===== src/rtl/ttl0_pkg.sv =====
// constants, types and register map of the level 0 time-base block
// assumes a 20 MHz aclk and a CAN core on the same clock
// Function
// - Mode field 11 selects event-driven level 0; gap enable is ignored.
// - In level 0 the trigger memory stays inactive.
// - Time base is kept only by reference messages, no external sync.
// - Time-mark flag sets when cycle time reaches offset value times 0x200.
// - Watch-trigger flag sets at cycle time 0xFF00; no other checks.
// - Register time-mark flag sets when selected time equals time mark.
// - Received frame is reference message when its id matches configured id.
// - Reference messages go from buffer 0 on host request, with ref_offset from phase lock.
// - Sync machine: no gap state, leaves init at zero, synced after two refs.
// - Error level switches only between S0 and S3.
// - Entering S3 clears sync and master state, sets both time flags.
// - S3 ends after next reference sent as master or received as slave.
// - Severe error forces master state machine to master off.
// - Master state changes on observed reference by priority comparison.
// - External sync acts only while node is current time master.
// - With external sync set, trigger rising edge compares cycle time to target.
// - Host setting external sync sets phase lock bit.
// - Phase error above 9 units clears lock and sets schedule master flag.
// - Another node becoming master clears lock and sets schedule master flag.
// - Small phase error keeps lock and becomes next reference offset.
// - Trigger edge detection re-arms each basic cycle; first edge only.
// - Flags stay set until written one; each flag has an enable bit.
package ttl0_pkg;
  localparam logic [7:0] OFS_CONFIG = 8'h00;
  localparam logic [7:0] OFS_REF_ID = 8'h04;
  localparam logic [7:0] OFS_CONTROL = 8'h08;
  localparam logic [7:0] OFS_TARGET = 8'h0c;
  localparam logic [7:0] OFS_TMARK = 8'h10;
  localparam logic [7:0] OFS_FLAGS = 8'h14;
  localparam logic [7:0] OFS_FLAG_EN = 8'h18;
  localparam logic [7:0] OFS_STATUS = 8'h1c;
  localparam logic [7:0] OFS_CYCLE = 8'h20;
  localparam logic [7:0] OFS_OFFSET = 8'h24;
  // field positions
  localparam int CFG_OM_LSB = 0;
  localparam int CFG_GEN_BIT = 2;
  localparam int CFG_IRTO_LSB = 8;
  localparam int CTL_ESC_BIT = 0;
  localparam int CTL_TXREQ_BIT = 1;
  localparam int CTL_PM_BIT = 2;
  localparam int CTL_PRIO_LSB = 4;
  localparam int CTL_TMC_LSB = 8;
  localparam int ST_SYNC_LSB = 0;
  localparam int ST_MS_LSB = 2;
  localparam int ST_EL_LSB = 4;
  localparam int ST_SPL_BIT = 6;
  localparam int FL_TMI = 0;
  localparam int FL_RTMI = 1;
  localparam int FL_WT = 2;
  localparam int FL_GTE = 3;
  localparam int FL_GTD = 4;
  localparam int FL_CSM = 5;
  localparam int NFLAGS = 6;
  // values
  localparam logic [1:0] OM_LEVEL0 = 2'h3;
  localparam logic [1:0] TMC_CYCLE = 2'h1;
  localparam logic [1:0] TMC_LOCAL = 2'h2;
  localparam logic [15:0] WATCH_TIME = 16'hff00;
  localparam int IRTO_SHIFT = 9;
  localparam logic [15:0] PHASE_LIMIT = 16'h0009;
  localparam logic [1:0] RESP_OKAY = 2'h0;
  localparam logic [1:0] RESP_DECERR = 2'h3;
  localparam logic [31:0] RST_WORD = 32'h0000_0000;
  typedef enum logic [1:0] {
    SYNC_OFF = 2'h0,
    SYNC_ING = 2'h1,
    SYNC_IN_SCHED = 2'h3
  } sync_t;
  typedef enum logic [1:0] {
    MS_OFF = 2'h0,
    MS_SLAVE = 2'h1,
    MS_CURRENT = 2'h3,
    MS_BACKUP = 2'h2
  } master_t;
  typedef enum logic [1:0] {
    EL_S0 = 2'h0,
    EL_S3 = 2'h3
  } err_t;
  // frame seen on the bus, one-cycle valid from the CAN core
  typedef struct packed {
    logic valid;
    logic [28:0] id;
    logic disc;
    logic [2:0] prio;
  } ref_rx_t;
endpackage


===== src/rtl/ttl0_timebase.sv =====
// level 0 time base: cycle time, flags, sync/master/error states,
// external phase lock, AXI4-Lite register slave
// assumes frame info and bus-off come from logic on aclk; trigger is a pin
//
// Implementation choices: the register offsets and the AXI4-Lite slave port.
`timescale 1ns/1ps
`default_nettype none
module ttl0_timebase #(
  parameter int ADDR_W = 8
) (
  // clock and reset
  input wire logic aclk,
  input wire logic aresetn,
  // axi4-lite write
  input wire logic [ADDR_W-1:0] awaddr,
  input wire logic awvalid,
  output logic awready,
  input wire logic [31:0] wdata,
  input wire logic [3:0] wstrb,
  input wire logic wvalid,
  output logic wready,
  output logic [1:0] bresp,
  output logic bvalid,
  input wire logic bready,
  // axi4-lite read
  input wire logic [ADDR_W-1:0] araddr,
  input wire logic arvalid,
  output logic arready,
  output logic [31:0] rdata,
  output logic [1:0] rresp,
  output logic rvalid,
  input wire logic rready,
  // can core side
  input wire logic ntu_tick,
  input wire ttl0_pkg::ref_rx_t rx_frame,
  input wire logic tx_ref_done,
  input wire logic bus_off,
  input wire logic event_trigger,
  output logic tx_ref_req,
  output logic [15:0] ref_offset,
  output logic tmem_active,
  output logic flag_pending
);
  import ttl0_pkg::*;

  if (ADDR_W < 8) begin : g_chk
    $error("ADDR_W must cover the register map");
  end

  logic awready_q, wready_q, bvalid_q, arready_q, rvalid_q;
  logic [1:0] bresp_q, rresp_q;
  logic [31:0] rdata_q, wdata_q, rd_word;
  logic [3:0] wstrb_q;
  logic [7:0] awaddr_q;
  logic aw_full_q, w_full_q, wr_go, rd_hit, wr_hit;
  logic [1:0] om_q, tmc_q;
  logic gen_q, esc_q, pm_q, spl_q, tx_req_q, arm_q;
  logic [7:0] irto_q;
  logic [28:0] ref_id_q;
  logic [2:0] prio_q;
  logic [15:0] target_q, tmark_q, ct_q, ct_d, local_q, offset_q;
  logic [NFLAGS-1:0] flags_q, flag_en_q, fl_set, fl_clr;
  sync_t sync_q;
  master_t ms_q;
  err_t el_q;
  logic refcnt_q, tmem_q, pend_q, boff_q;
  logic trig_s1_q, trig_s2_q, trig_s3_q;
  logic level0, rx_ref, ref_evt, ct_chg, tmi_hit, wt_hit, rtm_hit;
  logic s3_hit, s3_exit, master_lost, cmp_go, out_lock, esc_set_wr;
  logic [15:0] diff, abs_diff;

  function automatic logic [31:0] merge(input logic [31:0] old,
      input logic [31:0] nw, input logic [3:0] strb);
    logic [31:0] r;
    r = old;
    for (int i = 0; i < 4; i++) begin
      if (strb[i]) begin
        r[8*i +: 8] = nw[8*i +: 8];
      end
    end
    return r;
  endfunction

  function automatic logic mapped(input logic [7:0] a);
    return a inside {OFS_CONFIG, OFS_REF_ID, OFS_CONTROL, OFS_TARGET,
      OFS_TMARK, OFS_FLAGS, OFS_FLAG_EN, OFS_STATUS, OFS_CYCLE, OFS_OFFSET};
  endfunction

  // ---- axi4-lite slave ----
  assign wr_go = aw_full_q && w_full_q && !bvalid_q;
  assign wr_hit = wr_go && mapped(awaddr_q);

  always_ff @(posedge aclk) begin
    if (!aresetn) begin
      awready_q <= 1'b0;
      wready_q <= 1'b0;
      aw_full_q <= 1'b0;
      w_full_q <= 1'b0;
      bvalid_q <= 1'b0;
      bresp_q <= RESP_OKAY;
      awaddr_q <= 8'h00;
      wdata_q <= RST_WORD;
      wstrb_q <= 4'h0;
    end else begin
      if (!aw_full_q && !awready_q && !bvalid_q) begin
        awready_q <= 1'b1;
      end
      if (!w_full_q && !wready_q && !bvalid_q) begin
        wready_q <= 1'b1;
      end
      if (awvalid && awready_q) begin
        awready_q <= 1'b0;
        aw_full_q <= 1'b1;
        awaddr_q <= awaddr[7:0];
      end
      if (wvalid && wready_q) begin
        wready_q <= 1'b0;
        w_full_q <= 1'b1;
        wdata_q <= wdata;
        wstrb_q <= wstrb;
      end
      if (wr_go) begin
        bvalid_q <= 1'b1;
        bresp_q <= mapped(awaddr_q) ? RESP_OKAY : RESP_DECERR;
      end
      if (bvalid_q && bready) begin
        bvalid_q <= 1'b0;
        aw_full_q <= 1'b0;
        w_full_q <= 1'b0;
      end
    end
  end

  always_comb begin
    rd_word = RST_WORD;
    rd_hit = mapped(araddr[7:0]);
    unique case (araddr[7:0])
      OFS_CONFIG: begin
        rd_word[CFG_OM_LSB +: 2] = om_q;
        rd_word[CFG_GEN_BIT] = gen_q;
        rd_word[CFG_IRTO_LSB +: 8] = irto_q;
      end
      OFS_REF_ID: rd_word[28:0] = ref_id_q;
      OFS_CONTROL: begin
        rd_word[CTL_ESC_BIT] = esc_q;
        rd_word[CTL_TXREQ_BIT] = tx_req_q;
        rd_word[CTL_PM_BIT] = pm_q;
        rd_word[CTL_PRIO_LSB +: 3] = prio_q;
        rd_word[CTL_TMC_LSB +: 2] = tmc_q;
      end
      OFS_TARGET: rd_word[15:0] = target_q;
      OFS_TMARK: rd_word[15:0] = tmark_q;
      OFS_FLAGS: rd_word[NFLAGS-1:0] = flags_q;
      OFS_FLAG_EN: rd_word[NFLAGS-1:0] = flag_en_q;
      OFS_STATUS: begin
        rd_word[ST_SYNC_LSB +: 2] = sync_q;
        rd_word[ST_MS_LSB +: 2] = ms_q;
        rd_word[ST_EL_LSB +: 2] = el_q;
        rd_word[ST_SPL_BIT] = spl_q;
      end
      OFS_CYCLE: rd_word[15:0] = ct_q;
      OFS_OFFSET: rd_word[15:0] = offset_q;
      default: rd_word = RST_WORD;
    endcase
  end

  always_ff @(posedge aclk) begin
    if (!aresetn) begin
      arready_q <= 1'b0;
      rvalid_q <= 1'b0;
      rdata_q <= RST_WORD;
      rresp_q <= RESP_OKAY;
    end else begin
      if (!rvalid_q && !arready_q) begin
        arready_q <= 1'b1;
      end
      if (arvalid && arready_q) begin
        arready_q <= 1'b0;
        rvalid_q <= 1'b1;
        rdata_q <= rd_word;
        rresp_q <= rd_hit ? RESP_OKAY : RESP_DECERR;
      end
      if (rvalid_q && rready) begin
        rvalid_q <= 1'b0;
      end
    end
  end

  // ---- configuration registers ----
  logic [31:0] wr_ctl;
  assign wr_ctl = merge(RST_WORD, wdata_q, wstrb_q);
  assign esc_set_wr = wr_hit && awaddr_q == OFS_CONTROL && wstrb_q[0]
    && wdata_q[CTL_ESC_BIT] && !esc_q;

  always_ff @(posedge aclk) begin
    if (!aresetn) begin
      om_q <= 2'h0;
      gen_q <= 1'b0;
      irto_q <= 8'h00;
      ref_id_q <= 29'h0;
      esc_q <= 1'b0;
      pm_q <= 1'b0;
      prio_q <= 3'h0;
      tmc_q <= 2'h0;
      target_q <= 16'h0000;
      tmark_q <= 16'h0000;
      flag_en_q <= '0;
    end else if (wr_hit) begin
      unique case (awaddr_q)
        OFS_CONFIG: begin
          // gap enable is stored only; level 0 has no gaps
          if (wstrb_q[0]) begin
            om_q <= wdata_q[CFG_OM_LSB +: 2];
            gen_q <= wdata_q[CFG_GEN_BIT];
          end
          if (wstrb_q[1]) begin
            irto_q <= wdata_q[CFG_IRTO_LSB +: 8];
          end
        end
        OFS_REF_ID: ref_id_q <= 29'(merge({3'h0, ref_id_q}, wdata_q,
          wstrb_q));
        OFS_CONTROL: begin
          if (wstrb_q[0]) begin
            esc_q <= wdata_q[CTL_ESC_BIT];
            pm_q <= wdata_q[CTL_PM_BIT];
            prio_q <= wdata_q[CTL_PRIO_LSB +: 3];
          end
          if (wstrb_q[1]) begin
            tmc_q <= wdata_q[CTL_TMC_LSB +: 2];
          end
        end
        OFS_TARGET: target_q <= 16'(merge({16'h0, target_q}, wdata_q,
          wstrb_q));
        OFS_TMARK: tmark_q <= 16'(merge({16'h0, tmark_q}, wdata_q,
          wstrb_q));
        OFS_FLAG_EN: flag_en_q <= NFLAGS'(merge({26'h0, flag_en_q},
          wdata_q, wstrb_q));
        default: ;
      endcase
    end
  end

  // ---- time base ----
  assign level0 = om_q == OM_LEVEL0;
  assign rx_ref = level0 && rx_frame.valid && rx_frame.id == ref_id_q;
  assign ref_evt = rx_ref || (level0 && tx_ref_done);
  assign ct_chg = level0 && (ref_evt || ntu_tick);
  assign ct_d = ref_evt ? 16'h0000 : 16'(ct_q + 16'h0001);
  assign tmi_hit = ct_chg
    && {1'b0, ct_d} == (17'(irto_q) << IRTO_SHIFT);
  assign wt_hit = ct_chg && ct_d == WATCH_TIME;
  assign rtm_hit = level0 && ((tmc_q == TMC_CYCLE && ct_chg
    && ct_d == tmark_q) || (tmc_q == TMC_LOCAL && ntu_tick
    && 16'(local_q + 16'h0001) == tmark_q));

  always_ff @(posedge aclk) begin
    if (!aresetn) begin
      ct_q <= 16'h0000;
      local_q <= 16'h0000;
    end else begin
      if (ct_chg) begin
        ct_q <= ct_d;
      end
      if (level0 && ntu_tick) begin
        local_q <= 16'(local_q + 16'h0001);
      end
    end
  end

  always_ff @(posedge aclk) begin
    if (!aresetn) begin
      tmem_q <= 1'b1;
    end else begin
      tmem_q <= !level0;
    end
  end

  // ---- error level ----
  always_ff @(posedge aclk) begin
    if (!aresetn) begin
      boff_q <= 1'b0;
    end else begin
      boff_q <= bus_off;
    end
  end

  assign s3_hit = level0 && el_q == EL_S0
    && (wt_hit || (bus_off && !boff_q));
  assign s3_exit = el_q == EL_S3
    && (pm_q ? (level0 && tx_ref_done) : rx_ref);

  always_ff @(posedge aclk) begin
    if (!aresetn || !level0) begin
      el_q <= EL_S0;
    end else if (s3_hit) begin
      el_q <= EL_S3;
    end else if (s3_exit) begin
      el_q <= EL_S0;
    end
  end

  // ---- synchronisation ----
  always_ff @(posedge aclk) begin
    if (!aresetn || !level0 || s3_hit) begin
      sync_q <= SYNC_OFF;
      refcnt_q <= 1'b0;
    end else begin
      unique case (sync_q)
        SYNC_OFF: if (ct_q == 16'h0000) begin
          sync_q <= SYNC_ING;
        end
        SYNC_ING: if (ref_evt) begin
          refcnt_q <= 1'b1;
          if (refcnt_q && !(rx_ref && rx_frame.disc)) begin
            sync_q <= SYNC_IN_SCHED;
          end
        end
        SYNC_IN_SCHED: ;
        default: sync_q <= SYNC_OFF;
      endcase
    end
  end

  // ---- master / slave relation ----
  assign master_lost = rx_ref && ms_q == MS_CURRENT;

  always_ff @(posedge aclk) begin
    if (!aresetn || !level0 || s3_hit || el_q == EL_S3) begin
      ms_q <= MS_OFF;
    end else if (ref_evt) begin
      if (!pm_q) begin
        ms_q <= MS_SLAVE;
      end else if (tx_ref_done) begin
        ms_q <= MS_CURRENT;
      end else if (rx_frame.prio < prio_q) begin
        ms_q <= MS_SLAVE;
      end else begin
        ms_q <= MS_BACKUP;
      end
    end
  end

  // ---- external schedule phase lock ----
  always_ff @(posedge aclk) begin
    if (!aresetn) begin
      trig_s1_q <= 1'b0;
      trig_s2_q <= 1'b0;
      trig_s3_q <= 1'b0;
    end else begin
      trig_s1_q <= event_trigger;
      trig_s2_q <= trig_s1_q;
      trig_s3_q <= trig_s2_q;
    end
  end

  assign cmp_go = level0 && esc_q && ms_q == MS_CURRENT && arm_q
    && trig_s2_q && !trig_s3_q;
  assign diff = 16'(ct_q - target_q);
  assign abs_diff = diff[15] ? 16'(-diff) : diff;
  assign out_lock = abs_diff > PHASE_LIMIT;

  always_ff @(posedge aclk) begin
    if (!aresetn) begin
      arm_q <= 1'b0;
    end else if (ref_evt) begin
      arm_q <= 1'b1;
    end else if (trig_s2_q && !trig_s3_q) begin
      arm_q <= 1'b0;
    end
  end

  always_ff @(posedge aclk) begin
    if (!aresetn) begin
      spl_q <= 1'b0;
    end else if (esc_set_wr) begin
      spl_q <= 1'b1;
    end else if ((cmp_go && out_lock) || master_lost) begin
      spl_q <= 1'b0;
    end
  end

  always_ff @(posedge aclk) begin
    if (!aresetn) begin
      offset_q <= 16'h0000;
    end else if (cmp_go && !out_lock && spl_q) begin
      offset_q <= diff;
    end else if (level0 && tx_ref_done) begin
      offset_q <= 16'h0000;
    end
  end

  // ---- buffer 0 request ----
  always_ff @(posedge aclk) begin
    if (!aresetn) begin
      tx_req_q <= 1'b0;
    end else if (wr_hit && awaddr_q == OFS_CONTROL && wstrb_q[0]
        && wr_ctl[CTL_TXREQ_BIT]) begin
      tx_req_q <= 1'b1;
    end else if (tx_ref_done) begin
      tx_req_q <= 1'b0;
    end
  end

  // ---- flags: write one clears, a new event wins ----
  always_comb begin
    fl_set = '0;
    fl_set[FL_TMI] = tmi_hit;
    fl_set[FL_RTMI] = rtm_hit;
    fl_set[FL_WT] = wt_hit;
    fl_set[FL_GTE] = s3_hit;
    fl_set[FL_GTD] = s3_hit;
    fl_set[FL_CSM] = (cmp_go && out_lock) || master_lost;
    fl_clr = '0;
    if (wr_hit && awaddr_q == OFS_FLAGS && wstrb_q[0]) begin
      fl_clr = wdata_q[NFLAGS-1:0];
    end
  end

  always_ff @(posedge aclk) begin
    if (!aresetn) begin
      flags_q <= '0;
      pend_q <= 1'b0;
    end else begin
      flags_q <= (flags_q & ~fl_clr) | fl_set;
      pend_q <= |(flags_q & flag_en_q);
    end
  end

  assign awready = awready_q;
  assign wready = wready_q;
  assign bvalid = bvalid_q;
  assign bresp = bresp_q;
  assign arready = arready_q;
  assign rvalid = rvalid_q;
  assign rdata = rdata_q;
  assign rresp = rresp_q;
  assign tx_ref_req = tx_req_q;
  assign ref_offset = offset_q;
  assign tmem_active = tmem_q;
  assign flag_pending = pend_q;
endmodule
`default_nettype wire


===== config.mk =====
export PLATFORM = sky130hd
export DESIGN_NAME = ttl0_timebase
export DESIGN_NICKNAME = d
export VERILOG_FILES = /design/src/rtl/ttl0_pkg.sv /design/src/rtl/ttl0_timebase.sv
export SDC_FILE = /design/constraint.sdc
export NUM_CORES = 1
export LEC_CHECK = 0
export ABC_AREA = 0
export BUFFER_PORTS_ARGS = -buffer_cell sky130_fd_sc_hd__buf_2
export CORE_MARGIN = 3
export CORE_UTILIZATION = 45
export DETAILED_ROUTE_END_ITERATION = 10
export PLACE_DENSITY_LB_ADDON = 0.2
export SLEW_MARGIN = 10
export SYNTH_ARGS = -nofsm -noshare
export SYNTH_HDL_FRONTEND = slang
export SYNTH_SLANG_ARGS = --single-unit

===== constraint.sdc =====
create_clock -name aclk -period 7.5 [get_ports aclk]
set_input_delay 1.5 -clock aclk [delete_from_list [all_inputs] [get_ports aclk]]
set_output_delay 1.5 -clock aclk [all_outputs]
set_load 0.005 [all_outputs]

==> out/qor.txt, run 1 <==
Status - complete, no violations
#FFs+latches synth - 233
Count of H-tree levels built during CTS - 1
Worst-path clk slew - 0.06 ns
Number of buffers inserted by post-CTS setup repair - 0
Launching point of the worst reg2reg path - ct_q[0]
Count of port buffers added during placement - 150
Hold Violations, Final - 0
Global-route wire length before repair - 59.2 mm
Crit path to - ref_offset[12]
Final setup violation count - 0
ANT cells - 0
Number of nets in the layout - 1786
Latest clock arrival within the worst-skew pair - 0.55 ns
Detailed-route wire length per cell - 19.0 um
Fraction of layout cells with a size suffix above 1 - 0.138
Peak supply drop - 0.157 mV
Number of detailed-route iterations in the first pass - 6
Number of cell rows - 60
Grt total ovfl - 0
Critical path class - reg2reg
Worst-margin pin slew - 1.20 ns
Final period util - 0.719
Cell type with the largest total area after synthesis - sky130_fd_sc_hd__dfxtp_1
Maximum count of clock buffers along a single path - 3
Total routing resource utilization after global routing - 0.250
Count of mapped cells out of synthesis - 1572
Post-route minimum period - 5.39 ns
Number of synthesized flops with an enable pin - 0
Warning count from the yosys run - 0
I/O pin total - 157
Routed WL - 38.5 mm
Top flip-flop cell by instance count after synthesis - sky130_fd_sc_hd__dfxtp_1
Arrival time of the worst setup path - 5.86 ns
Post-synthesis async set-or-reset flop share - 0
Core Region - 27000 um^2
Reg2Reg Setup Slack - 2.11 ns
Startpoint class of the critical path - flop
Number of buffers created by CTS - 26
Aggregate negative setup slack - 0 ns
CTS Root Buffer Type - sky130_fd_sc_hd__clkbuf_16
Non-filler cells, final - 2024
FILL cells - 2612
Worst setup timing slack at the placement stage - 2.21 ns
Final Wtd Congestion - 0.907
Cell area reported after detailed placement - 13300 um^2
Share of synthesized area occupied by flip-flops and latches - 0.376
Kind of path behind the tightest hold check - reg2reg
Final design instance area without fill - 14100 um^2
Die extent in x - 172 um
Max transition margin - 0.198
Worst Setup Slack, final - 2.11 ns
Fmax - 0.186 GHz
Required time of the worst setup path - 7.96 ns
Die outline area - 29600 um^2
Post-detailed-route count of antenna-violating nets - 0
Die outline height - 172 um
Area growth, synth to finish - 13.9%
Number of global-route vias before repair - 10900
Number of DRC markers in iteration 0 - 868
DRC violation count after routing - 0
Unique masters post-synth - 80
Utilization after layout - 0.522
Average cell area after synthesis - 7.88 um^2
Path depth of the worst reg2reg path - 16
Number of buffers inserted for hold repair after clock tree synthesis - 0
# placed instances - 1980
Source of the critical timing path - ct_q[0]
Average via count per standard cell - 5.79
Number of gates resized after cts - 0
Number of antenna violations at the first check in global routing - 0
Power density normalized to cell area - 189 nW/um^2
Cell types with the largest area share after synthesis - sky130_fd_sc_hd__dfxtp_1 (38%), sky130_fd_sc_hd__nand2_1 (8.6%), sky130_fd_sc_hd__a21oi_1 (6.3%), sky130_fd_sc_hd__mux2i_1 (5.0%), sky130_fd_sc_hd__xnor2_1 (4.5%)
Capture point of the worst reg-to-reg path - ref_offset[12]
DR vias - 11700
Max_cap viols - 0
TritonCTS clock tree - built
Combined area of all synthesized cells - 12400 um^2
Pleak - 5.42 nW
Half-perimeter wire length of the detailed placement result - 28.5 mm
CP endpoint kind - flop
Synth top area share - 0.376
Max-slew violation count - 0
Maximum number of pins on one net before global-route repair - 79
Peak fanout along the critical path - 16
Unrepaired setup endpoints after global routing - no
Layout Skew - 0.0119 ns
Clock sink total - 233
Initial Utilization - 0.459
layout by cell type, fill, tap and decap left out, types with 12 or more instances in the layout:
master / instances
sky130_fd_sc_hd__xnor2_1: 64
sky130_fd_sc_hd__nor2_1: 139
sky130_fd_sc_hd__and2_1: 15
sky130_fd_sc_hd__a221oi_1: 14
sky130_fd_sc_hd__nand2_1: 284
sky130_fd_sc_hd__nand3_1: 70
sky130_fd_sc_hd__and3_1: 12
sky130_fd_sc_hd__buf_4: 14
sky130_fd_sc_hd__buf_2: 150
sky130_fd_sc_hd__nor3_1: 25
sky130_fd_sc_hd__ha_1: 21
sky130_fd_sc_hd__dfxtp_1: 233
sky130_fd_sc_hd__mux2i_1: 62
sky130_fd_sc_hd__a222oi_1: 15
sky130_fd_sc_hd__inv_1: 34
sky130_fd_sc_hd__a31oi_1: 26
sky130_fd_sc_hd__clkbuf_16: 26
sky130_fd_sc_hd__nand4_1: 22
sky130_fd_sc_hd__nor4_1: 16
sky130_fd_sc_hd__nand2b_1: 13
sky130_fd_sc_hd__a21oi_1: 157
sky130_fd_sc_hd__xor2_1: 57
sky130_fd_sc_hd__o21ai_0: 44
worst max-delay path: stages (launching register included):
cell                       delay (ns)
sky130_fd_sc_hd__dfxtp_1         0.52
sky130_fd_sc_hd__inv_1           0.16
sky130_fd_sc_hd__ha_1            0.22
sky130_fd_sc_hd__inv_1           0.07
sky130_fd_sc_hd__fa_1            0.46
sky130_fd_sc_hd__inv_1           0.08
sky130_fd_sc_hd__ha_1            0.19
sky130_fd_sc_hd__nor3b_1         0.19
sky130_fd_sc_hd__mux2i_1         0.18
sky130_fd_sc_hd__nor4_2          0.39
sky130_fd_sc_hd__nand3_2         0.18
sky130_fd_sc_hd__or4_4           0.54
sky130_fd_sc_hd__mux2_2          0.24
sky130_fd_sc_hd__a32oi_1         0.10
sky130_fd_sc_hd__a311oi_1        0.61
sky130_fd_sc_hd__and4_1          0.88
sky130_fd_sc_hd__mux2i_1         0.28
flip-flops by register name (all words and copies together) (netlist names), 6 cells and up:
register    cells
flag_en_q       6
awaddr_q        8
tmark_q        16
target_q       16
ref_id_q       29
ct_q           16
local_q        16
ref_offset     16
wdata_q        29
flags_q         6
irto_q          8
rdata          29
report_power, final:
part / switching [mW] / internal [mW]
registers: 0.0223 / 1.26
clock network: 0.524 / 0.729
logic: 0.0847 / 0.0515
cells in the mapped netlist, types with 3 or more instances:
cell type,instances
sky130_fd_sc_hd__nand2_1,284
sky130_fd_sc_hd__dfxtp_1,233
sky130_fd_sc_hd__a21oi_1,157
sky130_fd_sc_hd__nor2_1,141
sky130_fd_sc_hd__clkbuf_1,79
sky130_fd_sc_hd__nand3_1,70
sky130_fd_sc_hd__xnor2_1,64
sky130_fd_sc_hd__mux2i_1,62
sky130_fd_sc_hd__xor2_1,57
sky130_fd_sc_hd__o21ai_0,44
sky130_fd_sc_hd__inv_1,35
sky130_fd_sc_hd__a31oi_1,26
sky130_fd_sc_hd__nor3_1,26
sky130_fd_sc_hd__nand4_1,22
sky130_fd_sc_hd__ha_1,21
sky130_fd_sc_hd__nor4_1,16
sky130_fd_sc_hd__a222oi_1,15
sky130_fd_sc_hd__and2_1,15
sky130_fd_sc_hd__a221oi_1,14
sky130_fd_sc_hd__nand2b_1,13
sky130_fd_sc_hd__and3_1,12
sky130_fd_sc_hd__buf_1,10
sky130_fd_sc_hd__or3_1,9
sky130_fd_sc_hd__a22oi_1,8
sky130_fd_sc_hd__o31ai_1,8
sky130_fd_sc_hd__buf_4,6
sky130_fd_sc_hd__nand3b_1,6
sky130_fd_sc_hd__nor2b_1,6
sky130_fd_sc_hd__o211ai_1,6
sky130_fd_sc_hd__o32ai_1,6
sky130_fd_sc_hd__a32oi_1,5
sky130_fd_sc_hd__nor4b_1,5
sky130_fd_sc_hd__o211a_1,5
sky130_fd_sc_hd__o21a_1,5
sky130_fd_sc_hd__o22ai_1,5
sky130_fd_sc_hd__a21o_1,4
sky130_fd_sc_hd__a221o_1,4
sky130_fd_sc_hd__o21ai_1,4
sky130_fd_sc_hd__a211o_1,3
sky130_fd_sc_hd__mux2_2,3
sky130_fd_sc_hd__nor4bb_1,3
sky130_fd_sc_hd__or2_2,3
worst min path at each step:
| stage | slack [ns] | end | cells past startpoint | startpoint |
|---|---|---|---|---|
| after CTS | 0.45 | trig_s2_q | 1 | trig_s1_q |
| after global routing | 0.46 | trig_s2_q | 1 | trig_s1_q |
| final | 0.44 | trig_s2_q | 1 | trig_s1_q |
| after global placement | 0.42 | trig_s2_q | 1 | trig_s1_q |
| after floorplan | 0.41 | trig_s2_q | 1 | trig_s1_q |
| after detailed placement | 0.43 | trig_s2_q | 1 | trig_s1_q |
cells by family (layout without fill, tap and decap cells):
| family | after synthesis | count (layout) | share of synthesized area |
|---|---|---|---|
| buf+inv | 134 | 243 | 0.0445 |
| simple gates | 650 | 650 | 0.241 |
| other cells | 1 | 3 | 0.000303 |
| xor+xnor | 121 | 121 | 0.0855 |
| flops | 233 | 233 | 0.376 |
| fa+ha+maj | 22 | 22 | 0.0228 |
| mux | 65 | 65 | 0.0528 |
| compound gates | 346 | 346 | 0.177 |
routing by layer:
metal,vias to the layer above,part of all wire,wire length (um),global-route usage
li1,5720,-,-,-
met1,5511,0.44,17100,0.344
met2,431,0.46,17600,0.410
met3,58,0.074,2860,0.0428
met4,0,0.025,946,0.0659
met5,-,0,0,0
per-stage QoR:
step / power [mW] / hold WS (ns)
finish: 2.67 / 0.442
global route: 2.75 / 0.461
CTS: 2.69 / 0.447
detailed placement: 1.44 / 0.433
global placement: 1.44 / 0.420
floorplan: 1.38 / 0.412
layout make-up:
cell class / instances / area (um^2) / area share
clock buffer: 35 / 744 / 0.0527
inverter: 35 / 134 / 0.00948
clock inverter: 9 / 98.8 / 0.00700
sequential: 233 / 4660 / 0.330
timing repair buffer: 164 / 856 / 0.0606
multi-input combinational: 1207 / 7200 / 0.510
tap: 341 / 427 / 0.0302
Power figures use the tool's default switching activity.
==> inputs of run 2 (changes only) <==
==> constraint.sdc (replaced) <==
create_clock -name aclk -period 5.15 [get_ports aclk]
set_input_delay 1.03 -clock aclk [delete_from_list [all_inputs] [get_ports aclk]]
set_output_delay 1.03 -clock aclk [all_outputs]
set_load 0.005 [all_outputs]
==> run 2 against run 1 <==
Core utilization increased by 0.24 points. Sequential power increased by 45%. Cell area increased by 0.45%. Worst setup slack got worse by 1.5 ns. Sequential share of layout area decreased by 0.15 points. Hold slack got worse by 0.010 ns. Routed wire length decreased by 0.25%. Critical endpoint is now ref_offset[10].
==> out/qor.txt, run 2 (same netlist as run 1, synthesis figures left out) <==
Status - complete, no violations
Max transition margin - 0.298 (+0.0999)
Maximum number of pins on one net before global-route repair - 89 (+13%)
Number of global-route vias before repair - 10700 (-0.99%)
Critical path class - reg2reg
Core Region - 27000 um^2 (unchanged)
Post-route minimum period - 4.59 ns (-0.805 ns)
Critical hold path startpoint - trig_s1_q
Number of buffers inserted for hold repair after clock tree synthesis - 0 (unchanged)
Max_cap viols - 0 (unchanged)
Required time of the worst setup path - 5.61 ns (-2.35 ns)
Unrepaired setup endpoints after global routing - no
Aggregate negative setup slack - 0 ns (unchanged)
Worst Setup Slack, final - 0.564 ns (-1.54 ns)
Latest clock arrival within the worst-skew pair - 0.56 ns (about the same)
Count of H-tree levels built during CTS - 1 (unchanged)
Fmax - 0.218 GHz (+18%)
Pleak - 5.45 nW (+0.55%)
Global-route wire length before repair - 59.3 mm (+0.30%)
Overall power of the completed layout - 3.90 mW (+46%)
Die outline height - 172 um (unchanged)
CP endpoint kind - flop
TritonCTS clock tree - built
Area growth, synth to finish - 14.4%
I/O pin total - 157 (unchanged)
Power density normalized to cell area - 275 nW/um^2 (+46%)
Routed WL - 38.4 mm (-0.25%)
Kind of path behind the tightest hold check - reg2reg
Total routing resource utilization after global routing - 0.251 (+0.000964)
Number of antenna violations at the first check in global routing - 0 (unchanged)
Final design instance area without fill - 14200 um^2 (+0.45%)
Clock Power Share - 0.471 (+0.002)
Clock sink total - 233 (unchanged)
Sw power - 0.906 mW (+44%)
Sequential group share of total power - 0.478 (-0.002)
Cell area reported after detailed placement - 13300 um^2 (+0.40%)
Maximum count of clock buffers along a single path - 3 (unchanged)
Hold Violations, Final - 0 (unchanged)
Die extent in x - 172 um (unchanged)
Max-slew violation count - 0 (unchanged)
FILL cells - 2705 (+3.6%)
Final Wtd Congestion - 0.897 (-1.0%)
CTS Root Buffer Type - sky130_fd_sc_hd__clkbuf_16
Arrival time of the worst setup path - 5.05 ns (-0.81 ns)
Sequential cell area - 4660 um^2 (unchanged)
Final period util - 0.890 (+0.172)
DRC violation count after routing - 0 (unchanged)
Initial Utilization - 0.459 (unchanged)
Total area of multi-input combinational cells - 7200 um^2 (unchanged)
Number of gates resized after cts - 0 (unchanged)
Layout Skew - 0.0265 ns (+0.0146 ns)
Count of port buffers added during placement - 150 (unchanged)
DR vias - 11700 (-0.41%)
Number of DRC markers in iteration 0 - 990 (+14%)
Leading cell types in the layout, fill and taps excluded - sky130_fd_sc_hd__nand2_1 (283), sky130_fd_sc_hd__dfxtp_1 (233), sky130_fd_sc_hd__a21oi_1 (157), sky130_fd_sc_hd__buf_2 (150), sky130_fd_sc_hd__nor2_1 (140)
Switching part of the total power - 0.232 (-0.00394)
Die outline area - 29600 um^2 (unchanged)
Combinational fraction of design power - 0.051 (about the same)
Number of buffers created by CTS - 26 (unchanged)
Worst-margin pin slew - 1.05 ns (-0.151 ns)
Number of buffers inserted by post-CTS setup repair - 0 (unchanged)
Cell-internal power - 3.00 mW (+47%)
Grt total ovfl - 0 (unchanged)
Final setup violation count - 0 (unchanged)
Half-perimeter wire length of the detailed placement result - 28.5 mm (about the same)
Detailed-route wire length per cell - 18.9 um (-0.74%)
Leading cell type in the layout, fill and taps excluded - sky130_fd_sc_hd__nand2_1
Worst-path clk slew - 0.06 ns (about the same)
Worst setup timing slack at the placement stage - 0.642 ns (-1.57 ns)
Number of nets in the layout - 1793 (+0.39%)
Post-detailed-route count of antenna-violating nets - 0 (unchanged)
Fraction of layout cells with a size suffix above 1 - 0.139 (+0.000958)
Launching point of the worst reg2reg path - ct_q[0]
Number of detailed-route iterations in the first pass - 6 (unchanged)
Peak supply drop - 0.219 mV (+40%)
Number of cell rows - 60 (unchanged)
Average via count per standard cell - 5.74 (-0.90%)
ANT cells - 0 (unchanged)
Source of the critical timing path - ct_q[0]
Startpoint class of the critical path - flop
Peak fanout along the critical path - 16 (unchanged)
## run 2: worst max-delay path, cell delays in order (launching register included)
cell and delay, ns:
sky130_fd_sc_hd__dfxtp_1 0.31, sky130_fd_sc_hd__inv_1 0.11, sky130_fd_sc_hd__ha_1 0.17, sky130_fd_sc_hd__inv_1 0.05, sky130_fd_sc_hd__fa_1 0.49, sky130_fd_sc_hd__inv_1 0.08, sky130_fd_sc_hd__ha_1 0.18, sky130_fd_sc_hd__nor3b_1 0.20
sky130_fd_sc_hd__mux2i_1 0.16, sky130_fd_sc_hd__nor4_2 0.37, sky130_fd_sc_hd__nand3_2 0.17, sky130_fd_sc_hd__or4_4 0.53, sky130_fd_sc_hd__mux2_2 0.24, sky130_fd_sc_hd__a32oi_1 0.10, sky130_fd_sc_hd__a311oi_1 0.57, sky130_fd_sc_hd__and4_1 0.27
sky130_fd_sc_hd__buf_4 0.27, sky130_fd_sc_hd__mux2i_1 0.22
## run 2: layout make-up
type,count,share of cell area
multi-input combinational,1207,0.507
tap,341,0.0301
inverter,35,0.00944
clock inverter,4,0.00494
clock buffer,43,0.0553
sequential,233,0.329
timing repair buffer,171,0.0640
## run 2: routing by layer
layer	global-route usage	share of wire	routed length (um)	up-vias
met3	0.0437	0.070	2690	67
met2	0.400	0.45	17400	391
met5	0	0	0	-
met4	0.0798	0.032	1230	0
met1	0.349	0.45	17100	5496
li1	-	-	-	5718
## run 2: final timing paths
path	end	slack (ns)	depth (start not counted)
hold reg to reg	trig_s2_q	0.43	1
hold / removal	trig_s2_q	0.43	1
setup / recovery	ref_offset[10]	0.56	17
setup reg to reg	ref_offset[10]	0.56	17
## run 2: power by group through the flow
stage | Clock [mW] | Sequential, mW | Combinational [mW]
global route | 1.94 | 1.87 | 0.220
finish | 1.84 | 1.86 | 0.200
CTS | 1.86 | 1.86 | 0.199
detailed placement | 0 | 1.90 | 0.199
floorplan | 0 | 1.89 | 0.115
global placement | 0 | 1.90 | 0.198
## run 2: stage by stage
step                      std cells  utilization  hold WS (ns)
after detailed placement       1987        0.493         0.420
after global placement         1987        0.493         0.422
after CTS                      2034        0.525         0.433
final                          2034        0.525         0.432
after global routing           2034        0.525         0.463
after floorplan                1574            -         0.412
